$ cat config.mk
export PLATFORM = sky130hd
export DESIGN_NAME = hbr_regulation_cfg
export DESIGN_NICKNAME = d
export VERILOG_FILES = /design/src/hw/hbr_pkg.sv /design/src/hw/hbr_group_map.sv /design/src/hw/hbr_regulation_cfg.sv
export SDC_FILE = /design/constraint.sdc
export NUM_CORES = 1
export LEC_CHECK = 0
export BUFFER_PORTS_ARGS = -buffer_cell sky130_fd_sc_hd__buf_2
export CELL_PAD_IN_SITES_DETAIL_PLACEMENT = 0
export CELL_PAD_IN_SITES_GLOBAL_PLACEMENT = 2
export CORE_MARGIN = 4
export CORE_UTILIZATION = 37
export CTS_BUF_LIST = sky130_fd_sc_hd__clkbuf_2 sky130_fd_sc_hd__clkbuf_4 sky130_fd_sc_hd__clkbuf_8
export CTS_CLUSTER_DIAMETER = 150
export DETAILED_ROUTE_END_ITERATION = 7
export PLACE_DENSITY_LB_ADDON = 0.1
export SYNTH_ARGS = -nofsm -noshare
export SYNTH_HDL_FRONTEND = slang
export SYNTH_SLANG_ARGS = --single-unit
$ cat constraint.sdc
create_clock -name i_clock -period 7 [get_ports i_clock]
set_input_delay 1.4 -clock i_clock [delete_from_list [all_inputs] [get_ports i_clock]]
set_output_delay 1.4 -clock i_clock [all_outputs]
set_load 0.03 [all_outputs]
$ cat src/hw/hbr_pkg.sv
// Package for the half-bridge regulation configuration bank.
// Assumes a register access port supplied by the serial control front end.
package hbr_pkg;

  // ------------------------------------------------------------------
  // Register map
  // ------------------------------------------------------------------
  localparam int HBR_ADDR_W = 6;
  localparam logic [5:0] HBR_ADDR_OUT13 = 6'h04;
  localparam logic [5:0] HBR_ADDR_OUT46 = 6'h05;
  localparam logic [15:0] HBR_CFG_RESET = 16'h0000;

  // ------------------------------------------------------------------
  // Field layout inside one register
  // ------------------------------------------------------------------
  localparam int HBR_TYPE_HI = 15;
  localparam int HBR_LVL_HI_MSB = 14;
  localparam int HBR_TYPE_MID = 10;
  localparam int HBR_LVL_MID_MSB = 9;
  localparam int HBR_TYPE_LO = 5;
  localparam int HBR_LVL_LO_MSB = 4;
  localparam int HBR_PARITY_BIT = 0;
  localparam int HBR_NUM_OUT = 6;

  // Duty in units of 6.25 percent: code N gives N+1 sixteenths
  localparam logic [4:0] HBR_DUTY_STEP_ONE = 5'h01;

  typedef enum logic {
    HBR_REG_CURRENT = 1'b0,
    HBR_REG_DUTY = 1'b1
  } hbr_reg_type_t;

  // Register port request from the serial front end
  typedef struct packed {
    logic wr;
    logic rd;
    logic [5:0] addr;
    logic [15:0] wdata;
  } hbr_req_t;

  // Settings applied to one half bridge
  typedef struct packed {
    logic duty_mode;
    logic [4:0] duty_16ths;
    logic [5:0] current_code;
  } hbr_out_cfg_t;

endpackage

$ cat src/hw/hbr_group_map.sv
// Maps stored settings for one group of three outputs to applied settings.
// Assumes group assignment bits come from the grouping register elsewhere.
`timescale 1ns/100ps
module hbr_group_map (
  input wire logic [15:0] i_cfg, // Stored register of three outputs
  input wire logic i_grp_b, // Middle output joins master
  input wire logic i_grp_c, // Top output joins master
  output hbr_pkg::hbr_out_cfg_t o_out [3] // Applied: master, mid, top
);
  import hbr_pkg::*;

  logic [2:0] mode;
  logic [3:0] code [3];
  logic [5:0] sum;

  always_comb begin
    mode[0] = i_cfg[HBR_TYPE_LO];
    mode[1] = i_cfg[HBR_TYPE_MID];
    mode[2] = i_cfg[HBR_TYPE_HI];
    code[0] = i_cfg[HBR_LVL_LO_MSB -: 4];
    code[1] = i_cfg[HBR_LVL_MID_MSB -: 4];
    code[2] = i_cfg[HBR_LVL_HI_MSB -: 4];
    // Grouped current targets add up into the master's total
    sum = {2'b00, code[0]} + (i_grp_b ? {2'b00, code[1]} : 6'h00)
        + (i_grp_c ? {2'b00, code[2]} : 6'h00);
  end

  for (genvar g = 0; g < 3; g++) begin : g_out
    logic member;
    logic eff_mode;
    logic [3:0] eff_code;
    assign member = (g == 1) ? i_grp_b : (g == 2) ? i_grp_c : 1'b0;
    // In duty mode a grouped member follows its master only
    assign eff_mode = (member && mode[0]) ? 1'b1 : mode[g];
    assign eff_code = (member && mode[0]) ? code[0] : code[g];
    assign o_out[g].duty_mode = eff_mode;
    assign o_out[g].duty_16ths = {1'b0, eff_code} + HBR_DUTY_STEP_ONE;
    assign o_out[g].current_code = (g == 0) ? sum :
                                   {2'b00, eff_code};
  end

endmodule

$ cat src/hw/hbr_regulation_cfg.sv
// Regulation configuration bank for the six internal half bridges.
// Assumes the serial front end decodes frames and checks parity, and
// that an actuation timer reports when a timed actuation starts.
//
// Notes on behaviour
// - Register 04H holds outputs 1 to 3, register 05H outputs 4 to 6.
// - The bank decodes address 04H and 05H for those two registers.
// - Both registers are writable and read back their stored value.
// - A write after the start cycle of a timed actuation leaves that actuation unchanged.
// - The latest written settings apply to every later actuation start.
// - In 04H the type bits are bit 15, 10 and 5 for outputs 3, 2, 1.
// - In 04H the level codes are 14:11, 9:6 and 4:1, bit 0 is parity.
// - In 05H the type bits are bit 15, 10 and 5 for outputs 6, 5, 4.
// - In 05H the level codes are 14:11, 9:6 and 4:1, bit 0 is parity.
// - Type 1 selects a duty of (N+1) sixteenths, 6.25 to 100 percent.
// - Type 0 makes the level code a regulated current target.
// - Grouped in duty mode, the master's setting drives every member.
// - Grouped in current mode, member codes add up to the total target.
// - These settings reach only the six internal half bridges.
`timescale 1ns/100ps
module hbr_regulation_cfg (
  input wire logic i_clock, // 100 MHz clock
  input wire logic i_rst, // Asynchronous reset, active high
  input hbr_pkg::hbr_req_t i_req, // Register access request
  input wire logic i_actuating, // Timed actuation in progress
  input wire logic [3:0] i_grp_assign, // Group bits: 2_6,2_5,1_3,1_2
  output logic [15:0] o_rdata, // Read data, parity bit reads zero
  output logic o_rvalid, // Read data valid, one cycle
  output hbr_pkg::hbr_out_cfg_t o_drive [6] // Applied internal settings
);
  import hbr_pkg::*;

  // ------------------------------------------------------------------
  // State
  // ------------------------------------------------------------------
  typedef struct packed {
    logic [15:0] cfg13;
    logic [15:0] cfg46;
    logic [15:0] act13;
    logic [15:0] act46;
    logic [3:0] grp;
    logic act_d;
    logic [15:0] rdata;
    logic rvalid;
  } hbr_state_t;

  hbr_state_t state_reg;
  hbr_state_t state_next;
  hbr_out_cfg_t map_lo [3];
  hbr_out_cfg_t map_hi [3];
  hbr_out_cfg_t drive_next [6];
  hbr_out_cfg_t drive_reg [6];

  function automatic logic [15:0] clean(input logic [15:0] d);
    // Parity is checked upstream and not stored
    clean = {d[15:1], 1'b0};
  endfunction

  // ------------------------------------------------------------------
  // Next state
  // ------------------------------------------------------------------
  always_comb begin
    state_next = state_reg;
    state_next.rvalid = 1'b0;
    state_next.act_d = i_actuating;
    if (i_req.wr && i_req.addr == HBR_ADDR_OUT13) begin
      state_next.cfg13 = clean(i_req.wdata);
    end
    if (i_req.wr && i_req.addr == HBR_ADDR_OUT46) begin
      state_next.cfg46 = clean(i_req.wdata);
    end
    if (i_req.rd) begin
      state_next.rvalid = 1'b1;
      unique case (i_req.addr)
        HBR_ADDR_OUT13: state_next.rdata = state_reg.cfg13;
        HBR_ADDR_OUT46: state_next.rdata = state_reg.cfg46;
        default: state_next.rdata = 16'h0000;
      endcase
    end
    // Applied copy follows storage except while an actuation runs;
    // a write landing in the start cycle still makes this actuation.
    if (!i_actuating || !state_reg.act_d) begin
      state_next.act13 = state_next.cfg13;
      state_next.act46 = state_next.cfg46;
      state_next.grp = i_grp_assign;
    end
  end

  always_ff @(posedge i_clock or posedge i_rst) begin
    if (i_rst) begin
      state_reg <= '{cfg13: HBR_CFG_RESET, cfg46: HBR_CFG_RESET,
                     act13: HBR_CFG_RESET, act46: HBR_CFG_RESET,
                     grp: 4'h0, act_d: 1'b0, rdata: 16'h0000,
                     rvalid: 1'b0};
    end else begin
      state_reg <= state_next;
    end
  end

  // ------------------------------------------------------------------
  // Applied settings per internal half bridge
  // ------------------------------------------------------------------
  hbr_group_map u_map_lo (
    .i_cfg(state_next.act13),
    .i_grp_b(state_next.grp[0]),
    .i_grp_c(state_next.grp[1]),
    .o_out(map_lo)
  );

  hbr_group_map u_map_hi (
    .i_cfg(state_next.act46),
    .i_grp_b(state_next.grp[2]),
    .i_grp_c(state_next.grp[3]),
    .o_out(map_hi)
  );

  // Only internal bridges get these; external drivers never modulate
  always_comb begin
    for (int k = 0; k < 3; k++) begin
      drive_next[k] = map_lo[k];
      drive_next[k + 3] = map_hi[k];
    end
  end

  always_ff @(posedge i_clock or posedge i_rst) begin
    if (i_rst) begin
      for (int k = 0; k < HBR_NUM_OUT; k++) begin
        drive_reg[k] <= '{duty_mode: 1'b0, duty_16ths: 5'h01,
                          current_code: 6'h00};
      end
    end else begin
      drive_reg <= drive_next;
    end
  end

  assign o_drive = drive_reg;
  assign o_rdata = state_reg.rdata;
  assign o_rvalid = state_reg.rvalid;
endmodule

## Yosys cells after proc, flatten, opt, wreduce, memory -nomap -nowiden

Cells that the tools add are included.
W data, S select, Z words.

- Input port bits: 31
- Output and inout port bits: 89
- Logic and storage cells: 66
- Bits in writable memories: 0
- Register bits: 150
- Memories: 0
- ROM bits: 0
- Latch bits: 0

- Shift operators: 0
- Add/subtract/negate cells: 10
- Multiply operators: 0
- Bitwise gates (word level): 0
- $lt $le $gt $ge: 0
- Div/mod/pow operators: 0
- Equal/unequal tests: 2
- Mux-type cells: 17
- Reductions and logical operators: 9

Operators by type and width:

| cell | count |
|---|---|
| $mux W36 | 1 |
| $mux W16 | 2 |
| $mux W4 | 8 |
| $pmux W16 S2 | 1 |
| $add A4 B1 Y5 const B | 6 |
| $add A4 B6 Y6 | 2 |
| $add A6 B6 Y6 | 2 |
| $eq A6 B3 Y1 const B | 2 |
| $logic_and A1 B1 Y1 | 6 |
| $mux W1 | 5 |
| $logic_not A1 Y1 | 2 |
| $logic_or A1 B1 Y1 | 1 |

## Longest topological paths before layout

Gate-level depths: netlist (run 1).

- Depth after elaboration: 7
- Gate-level depth with buffers: 14
- Gate-level depth less buffers: 12

## Cells and area by module

From an unflattened synthesis (run 1), not the netlist that was laid out.

- Cells, all modules: 601
- Area, all modules: 6762.7 um^2

Modules (own cells, without submodules):

| module | area an instance (um^2) | times used | seq. area each (um^2) | cells an instance |
|---|---|---|---|---|
| hbr_regulation_cfg | 5550.3 | 1 | 3961.3 | 446 |
| hbr_group_map (u_map_hi) | 614.3 | 1 | 0.0 | 77 |
| hbr_group_map (u_map_lo) | 598.1 | 1 | 0.0 | 78 |

## Worst setup path before layout (run 1)

OpenSTA, ideal clock, no wires.

- Path type: input -> register
- Start: in i_req[17] in the netlist's numbering
- End: reg drive_reg (netlist bit o_drive[64])
- Data required time: 6.921 ns
- Slack: 2.796 ns
- Buffers on the path: 2
- Library setup time: 0.079 ns
- Stages on the path: 12
- Arrival time: 4.125 ns
- Cell sequence: buf_2 -> or3b_1 -> buf_2 -> nor2_1 -> mux2_2 -> mux2_2 -> nand2_1 -> fa_1 -> inv_1 -> ha_1 -> a21oi_1 -> xor2_1

RTL lines:

| what | line | text |
|---|---|---|
| from (decl) | hbr_regulation_cfg.sv:24 | `input hbr_pkg::hbr_req_t i_req,` |
| to (signal, indexed assignment) | hbr_regulation_cfg.sv:128 | `drive_reg[k] <= '{duty_mode: 1'b0, duty_16ths: 5'h01,` |
| to (signal assigned) | hbr_regulation_cfg.sv:132 | `drive_reg <= drive_next;` |
| to (decl) | hbr_regulation_cfg.sv:52 | `hbr_out_cfg_t drive_reg [6];` |

==> impl_metrics.ini, run 1 <==
[status]
run_status = complete, no violations

[pwr]
p_sw_frac = 0.3271
powerDensity_nw_per_um2 = 307.7
switching_power_uw = 746.2
p_int_mw = 1.535
leakagePower_nw = 3.816
ir_drop_v = 0.0001126
pwr-share-seq = 0.443
clkPwrFrac = 0.319
power_frac_comb = 0.237

[logic_synthesis]
yosysSeqAreaShare = 0.5753
synth_enable_flop_cells = 0
yosys.cell_types.count = 54
synth-main-ff-cell = dfrtp_1
netlist_area_um2 = 6364
avgSynthCellArea_um2 = 11.53
yosys.area_share.adder = 0.05505
ys_ff_latch = 146
synth.most_common_cell = dfrtp_1
synthCells = 552
synth-xor-area-share = 0.02202
yosys_warnings = 0
synth_top_area_frac = 0.5505
synth-compound-area-share = 0.09261
synthMuxAreaShare = 0.06115
synth_area_leaders = dfrtp_1 55%, nand2_1 3.6%, fa_1 3.1%, buf_4 3.1%, mux2_2 3.0%
yosysTopAreaCell = dfrtp_1
yosys.area_share.simple = 0.1245
synth_top_family_by_area = simple AND/OR/NAND/NOR gates
async_reset_ff_frac = 1.000
synthTopCellsByCount = 140 x dfrtp_1, 61 x nand2_1, 44 x nor2_1

[die]
core_um2 = 16700
die_h_um = 139.1
rows = 47
die_x_um = 139.1
pin_count = 120
initial_core_util = 0.3810
die_area_um2 = 19360

[routing]
routedWlPerCell_um = 17.85
routed-via-count = 4234
wl_mm = 15.71
initialDrtViolationCount = 219
viasPerCell = 4.811
drc_errors = 0
antenna_left = 0
firstDrtPassIters = 4

[final_layout]
n_antenna_cell = 0
largest_register_ffs = 67
nets = 700
drive_gt1_frac = 0.2924
instances_no_fill = 880
areaGrowthSynthToFinish_pct = 16.54
filler_cell_count = 1628
fin_area_um2 = 7416

[critical_path]
cp-start-kind = input pin
critical_path_class = input pin to flip-flop
cp_top_family = simple AND/OR/NAND/NOR gates
cp_slowest_stage_delay_ps = 650
worstSetupEndpointType = flip-flop
path_cells = buf_2 -> nor3b_2 -> nand2_2 -> mux2_2 -> nor2_1 -> nor2_1 -> nand2_1 -> fa_1 -> inv_1 -> ha_1 -> fa_1 -> a21oi_1 -> nor2_1
path_buf_inv = 2
cp.required_ps = 7330
path_common_cell = nor2_1
worstPathArrival_ps = 4650
startpoint = i_req[17]
crit_slowest_cell = nor3b_2
critPathMaxFanout = 12
r2r-start = state_reg[17]

[placed_design]
hpwl_mm = 11.42
placed_cell_area_um2 = 6970
dp_cells = 848
portBuffers = 110
gp_congestion = 0.7649

[clock_tree]
hold_buffers = 0
cts_buffer_depth = 2
clock_latency_ps = 440
cts_root_buffer = clkbuf_8
cts_buffers = 17
h-tree-depth = 4
cts_num_sinks = 146
cts_setup_buffers = 0
cts_resized = 0
clkTransAtPathRegs_ps = 80
cts_tree = yes

[sta]
finalSetupViolCount = 0
whs_ps = 494.8
finalHoldViolations = 0
clock_skew_ps = 11.70
maxSlewViolCount = 0
tightest_slew_ps = 1274
rsz0062_at_grt = no
period_share = 0.6165
slew_headroom = 0.1459
timing.fmax_ghz = 0.2317
setup_tns_ps = 0
min_period_ps = 4315

[global_routing]
antenna_found_initial = 0
grt_pass1_vias = 4449
grt.overflow.total = 0
grt_max_degree = 88
grt_pass1_wl_mm = 25.16
gr-usage-all-layers = 0.1678

[worst_hold_path]
hold_path.class = flip-flop to flip-flop
min_from = state_reg[37]

[job]
maxCapViolCount = 0
[logic make-up after synthesis]
group,count (synthesis)
XOR/XNOR,16
AO/OA/AOI/OAI,90
adder cells (fa/ha/maj),22
other,1
AND/OR/NAND/NOR,157
multiplexers,34
flip-flops,146
buffers and inverters,86
[worst register-to-register path: stages (launching register included)]
cell and delay [ps]:
dfrtp_1 410, nand2_1 560, buf_4 440, nor2_1 110
a31oi_1 290, nand2_1 120, fa_1 490, inv_1 40
ha_1 220, fa_1 410, a21oi_1 140, nor2_1 50
[per-layer routing]
metal,vias up,routed length [um],GRT usage
met5,-,0,0
met4,0,129,0.03708
met3,11,963,0.04897
met2,126,6987,0.2467
met1,2092,7630,0.2471
li1,2005,-,-
[cells in the final DEF (no fill, tap or decap), types with 7 or more instances in the layout]
master,count
a21oi_1,30
a22oi_1,16
a31oi_1,11
and2_1,8
buf_2,110
clkbuf_8,18
conb_1,8
dfrtp_1,140
fa_1,10
ha_1,12
inv_1,37
mux2_2,17
mux2i_1,13
nand2_1,61
nand3_1,13
nor2_1,44
o21ai_0,7
o21ai_1,8
xor2_1,11
[final cells by class]
class,count,area (um2),area share
Sequential cell,146,3661,0.4937
Multi-Input combinational cell,327,2291,0.3089
Timing Repair Buffer,115,588.1,0.07930
Tap cell,220,275.3,0.03712
Clock buffer,20,262.8,0.03543
Clock inverter,12,182.7,0.02463
Inverter,40,155.1,0.02092
[power groups by stage]
stage	logic (mW)	clock network [mW]	registers, mW
floorplan	0.240	0	1.18
global placement	0.547	0	1.03
detailed placement	0.551	0	1.03
CTS	0.553	0.751	1.01
global route	0.592	0.788	1.03
finish	0.541	0.728	1.01
[worst paths after layout]
path | endpoint | slack (ps) | cells after the start
worst max-delay path | o_drive[65] | 2680 | 13
worst min-delay path | state_reg[37] | 490 | 1
worst max register to register | o_drive[29] | 3600 | 11
worst min register to register | state_reg[37] | 490 | 1
max in group asynchronous | state_reg[33] | 4620 | 3
min in group asynchronous | o_rdata[6] | 1090 | 2
[per-stage QoR]
stage | total power, mW | utilization | worst slack [ps]
6_report | 2.282 | 0.4440 | 2685
5_1_grt | 2.406 | 0.4440 | 2552
4_1_cts | 2.318 | 0.4440 | 2716
3_5_place_dp | 1.582 | 0.4174 | 2232
3_3_place_gp | 1.574 | 0.4174 | 2250
2_1_floorplan | 1.421 | - | 1687
Note: power is estimated with default switching activity, not from simulation.
==> inputs of run 2 (changes only) <==
--- a/config.mk
+++ b/config.mk
@@ -9,7 +9,7 @@
 export CELL_PAD_IN_SITES_DETAIL_PLACEMENT = 0
 export CELL_PAD_IN_SITES_GLOBAL_PLACEMENT = 2
 export CORE_MARGIN = 4
-export CORE_UTILIZATION = 37
+export CORE_UTILIZATION = 34
 export CTS_BUF_LIST = sky130_fd_sc_hd__clkbuf_2 sky130_fd_sc_hd__clkbuf_4 sky130_fd_sc_hd__clkbuf_8
 export CTS_CLUSTER_DIAMETER = 150
 export DETAILED_ROUTE_END_ITERATION = 7
==> constraint.sdc (replaced) <==
create_clock -name i_clock -period 3.7 [get_ports i_clock]
set_input_delay 0.74 -clock i_clock [delete_from_list [all_inputs] [get_ports i_clock]]
set_output_delay 0.74 -clock i_clock [all_outputs]
set_load 0.03 [all_outputs]
==> run 2 against run 1 <==
Net effect: register-to-register slack worse by 2800 ps; worst setup slack worse by 2100 ps; clock skew up 4.0 ps; hold slack worse by 37 ps; clock-buffer cell count up 3; first-iteration DRC count up 40%; sequential share of layout area down 1.6 points; die area up 8.3%; combinational power up 96%; non-clock buffer count up 26; critical endpoint is now o_drive[28]; highest routed layer unchanged.
==> impl_metrics.ini, run 2 (synthesized netlist as in run 1, its figures left out) <==
[status]
run_status = complete, no violations

[worst_hold_path]
whs_path_depth = 1
min_from = i_actuating
hold_path.class = input pin to flip-flop
hold_end = state_reg[17]

[clock_tree]
clkTransAtPathRegs_ps = 80
h-tree-depth = 4
cts_tree = yes
cts_root_buffer = clkbuf_8
clock_latency_ps = 460
cts_resized = 0
cts_num_sinks = 146
cts_setup_buffers = 0
cts_buffer_depth = 2
hold_buffers = 0
cts_buffers = 17

[sta]
min_period_ps = 3152
clock_skew_ps = 15.71
finalSetupViolCount = 0
slew_headroom = 0.2957
tightest_slew_ps = 1054
setup_tns_ps = 0
maxSlewViolCount = 0
period_share = 0.8518
finalHoldViolations = 0
timing.fmax_ghz = 0.3173
rsz0062_at_grt = no

[final_layout]
nets = 726
final_common_cell = dfrtp_1
drive_gt1_frac = 0.3192
final_core_util = 0.4206
instances_no_fill = 915
n_antenna_cell = 0
largest_register_ffs = 67
layout_common_cells = 140 x dfrtp_1, 110 x buf_2, 61 x nand2_1
areaGrowthSynthToFinish_pct = 20.35

[global_routing]
met1_usage = 0.2481
grt_pass1_vias = 4558
grt.overflow.total = 0
grt.met3_usage = 0.04239
grt_max_degree = 55
antenna_found_initial = 0
globalRoute.busiestLayer = met1
use_met2 = 0.2396
gr-usage-all-layers = 0.1654
grt_pass1_wl_mm = 26.03

[routing]
antenna_left = 0
routed-via-count = 4358
firstDrtPassIters = 4
drc_errors = 0
routedWlPerCell_um = 17.94
initialDrtViolationCount = 307
viasPerCell = 4.763
wl_mm = 16.41

[critical_path]
r2r-start = state_reg[17]
critical_path_class = input pin to flip-flop
worstReg2RegEnd = o_drive[65]
rr_worst_depth = 10
startpoint = i_req[21]
cp-start-kind = input pin
worstPathArrival_ps = 3530
critPathMaxFanout = 18
reg2reg_slack_ps = 800
cp.required_ps = 4080
worstSetupEndpointType = flip-flop

[die]
die_h_um = 144.8
rows = 49
pin_count = 120
die_area_um2 = 20970
initial_core_util = 0.3495
core_um2 = 18210
die_x_um = 144.8

[pwr]
leakagePower_nw = 3.959
ir_drop_v = 0.0002400
powerDensity_nw_per_um2 = 566.4

[placed_design]
portBuffers = 110
hpwl_mm = 12.39
dp_cells = 883
gp_congestion = 0.8181

[job]
maxCapViolCount = 0
run 2: area by class of cell:
type                    instances  area (um2)
inverters                      40       153.9
clock buffers                  23       304.0
fillers                      1784       10550
clock inverters                 9       128.9
repair buffers                141       833.3
flip-flops and latches        146        3661
well taps                     229       286.5
multi-input cells             327        2291
run 2: worst max-delay path: stages:
cell	delay [ps]
buf_2	120
nor4b_4	320
buf_12	200
nand2_2	190
mux2_2	320
nor2_1	40
nor2_1	140
nand2_1	100
fa_1	510
inv_1	70
ha_1	290
a21o_1	150
a21oi_1	170
xor2_1	160
run 2: through the flow:
stage | instance area [um2] | setup WS (ps) | power (mW) | hold WS [ps]
floorplan | 6394 | 155.6 | 2.688 | 454.0
global placement | 7226 | 84.87 | 3.023 | 469.6
detailed placement | 7226 | 62.50 | 3.033 | 474.1
CTS | 7659 | 545.6 | 4.407 | 428.1
global route | 7659 | 328.6 | 4.584 | 436.1
finish | 7659 | 548.5 | 4.338 | 457.7
run 2: metal layers:
layer,vias to the layer above,wire length (um),share of wire
met5,-,0,0
met4,0,188,0.011
li1,2066,-,-
met2,117,7250,0.44
met1,2163,8051,0.49
met3,12,922,0.056
run 2: power breakdown:
part | switching, mW | total, mW | internal (mW)
clock | 0.605 | 1.36 | 0.752
sequential | 0.0772 | 1.92 | 1.84
combinational | 0.740 | 1.06 | 0.322
total | 1.42 | 4.34 | 2.92
run 2: worst max path at each step:
stage                   to  slack (ps)  cells past startpoint
2_1_floorplan  o_drive[64]         160                     12
6_report       o_drive[28]         550                     14
5_1_grt        o_drive[28]         330                     14
4_1_cts        o_drive[28]         550                     14
3_3_place_gp   o_drive[29]          80                     11
3_5_place_dp   o_drive[64]          60                     11
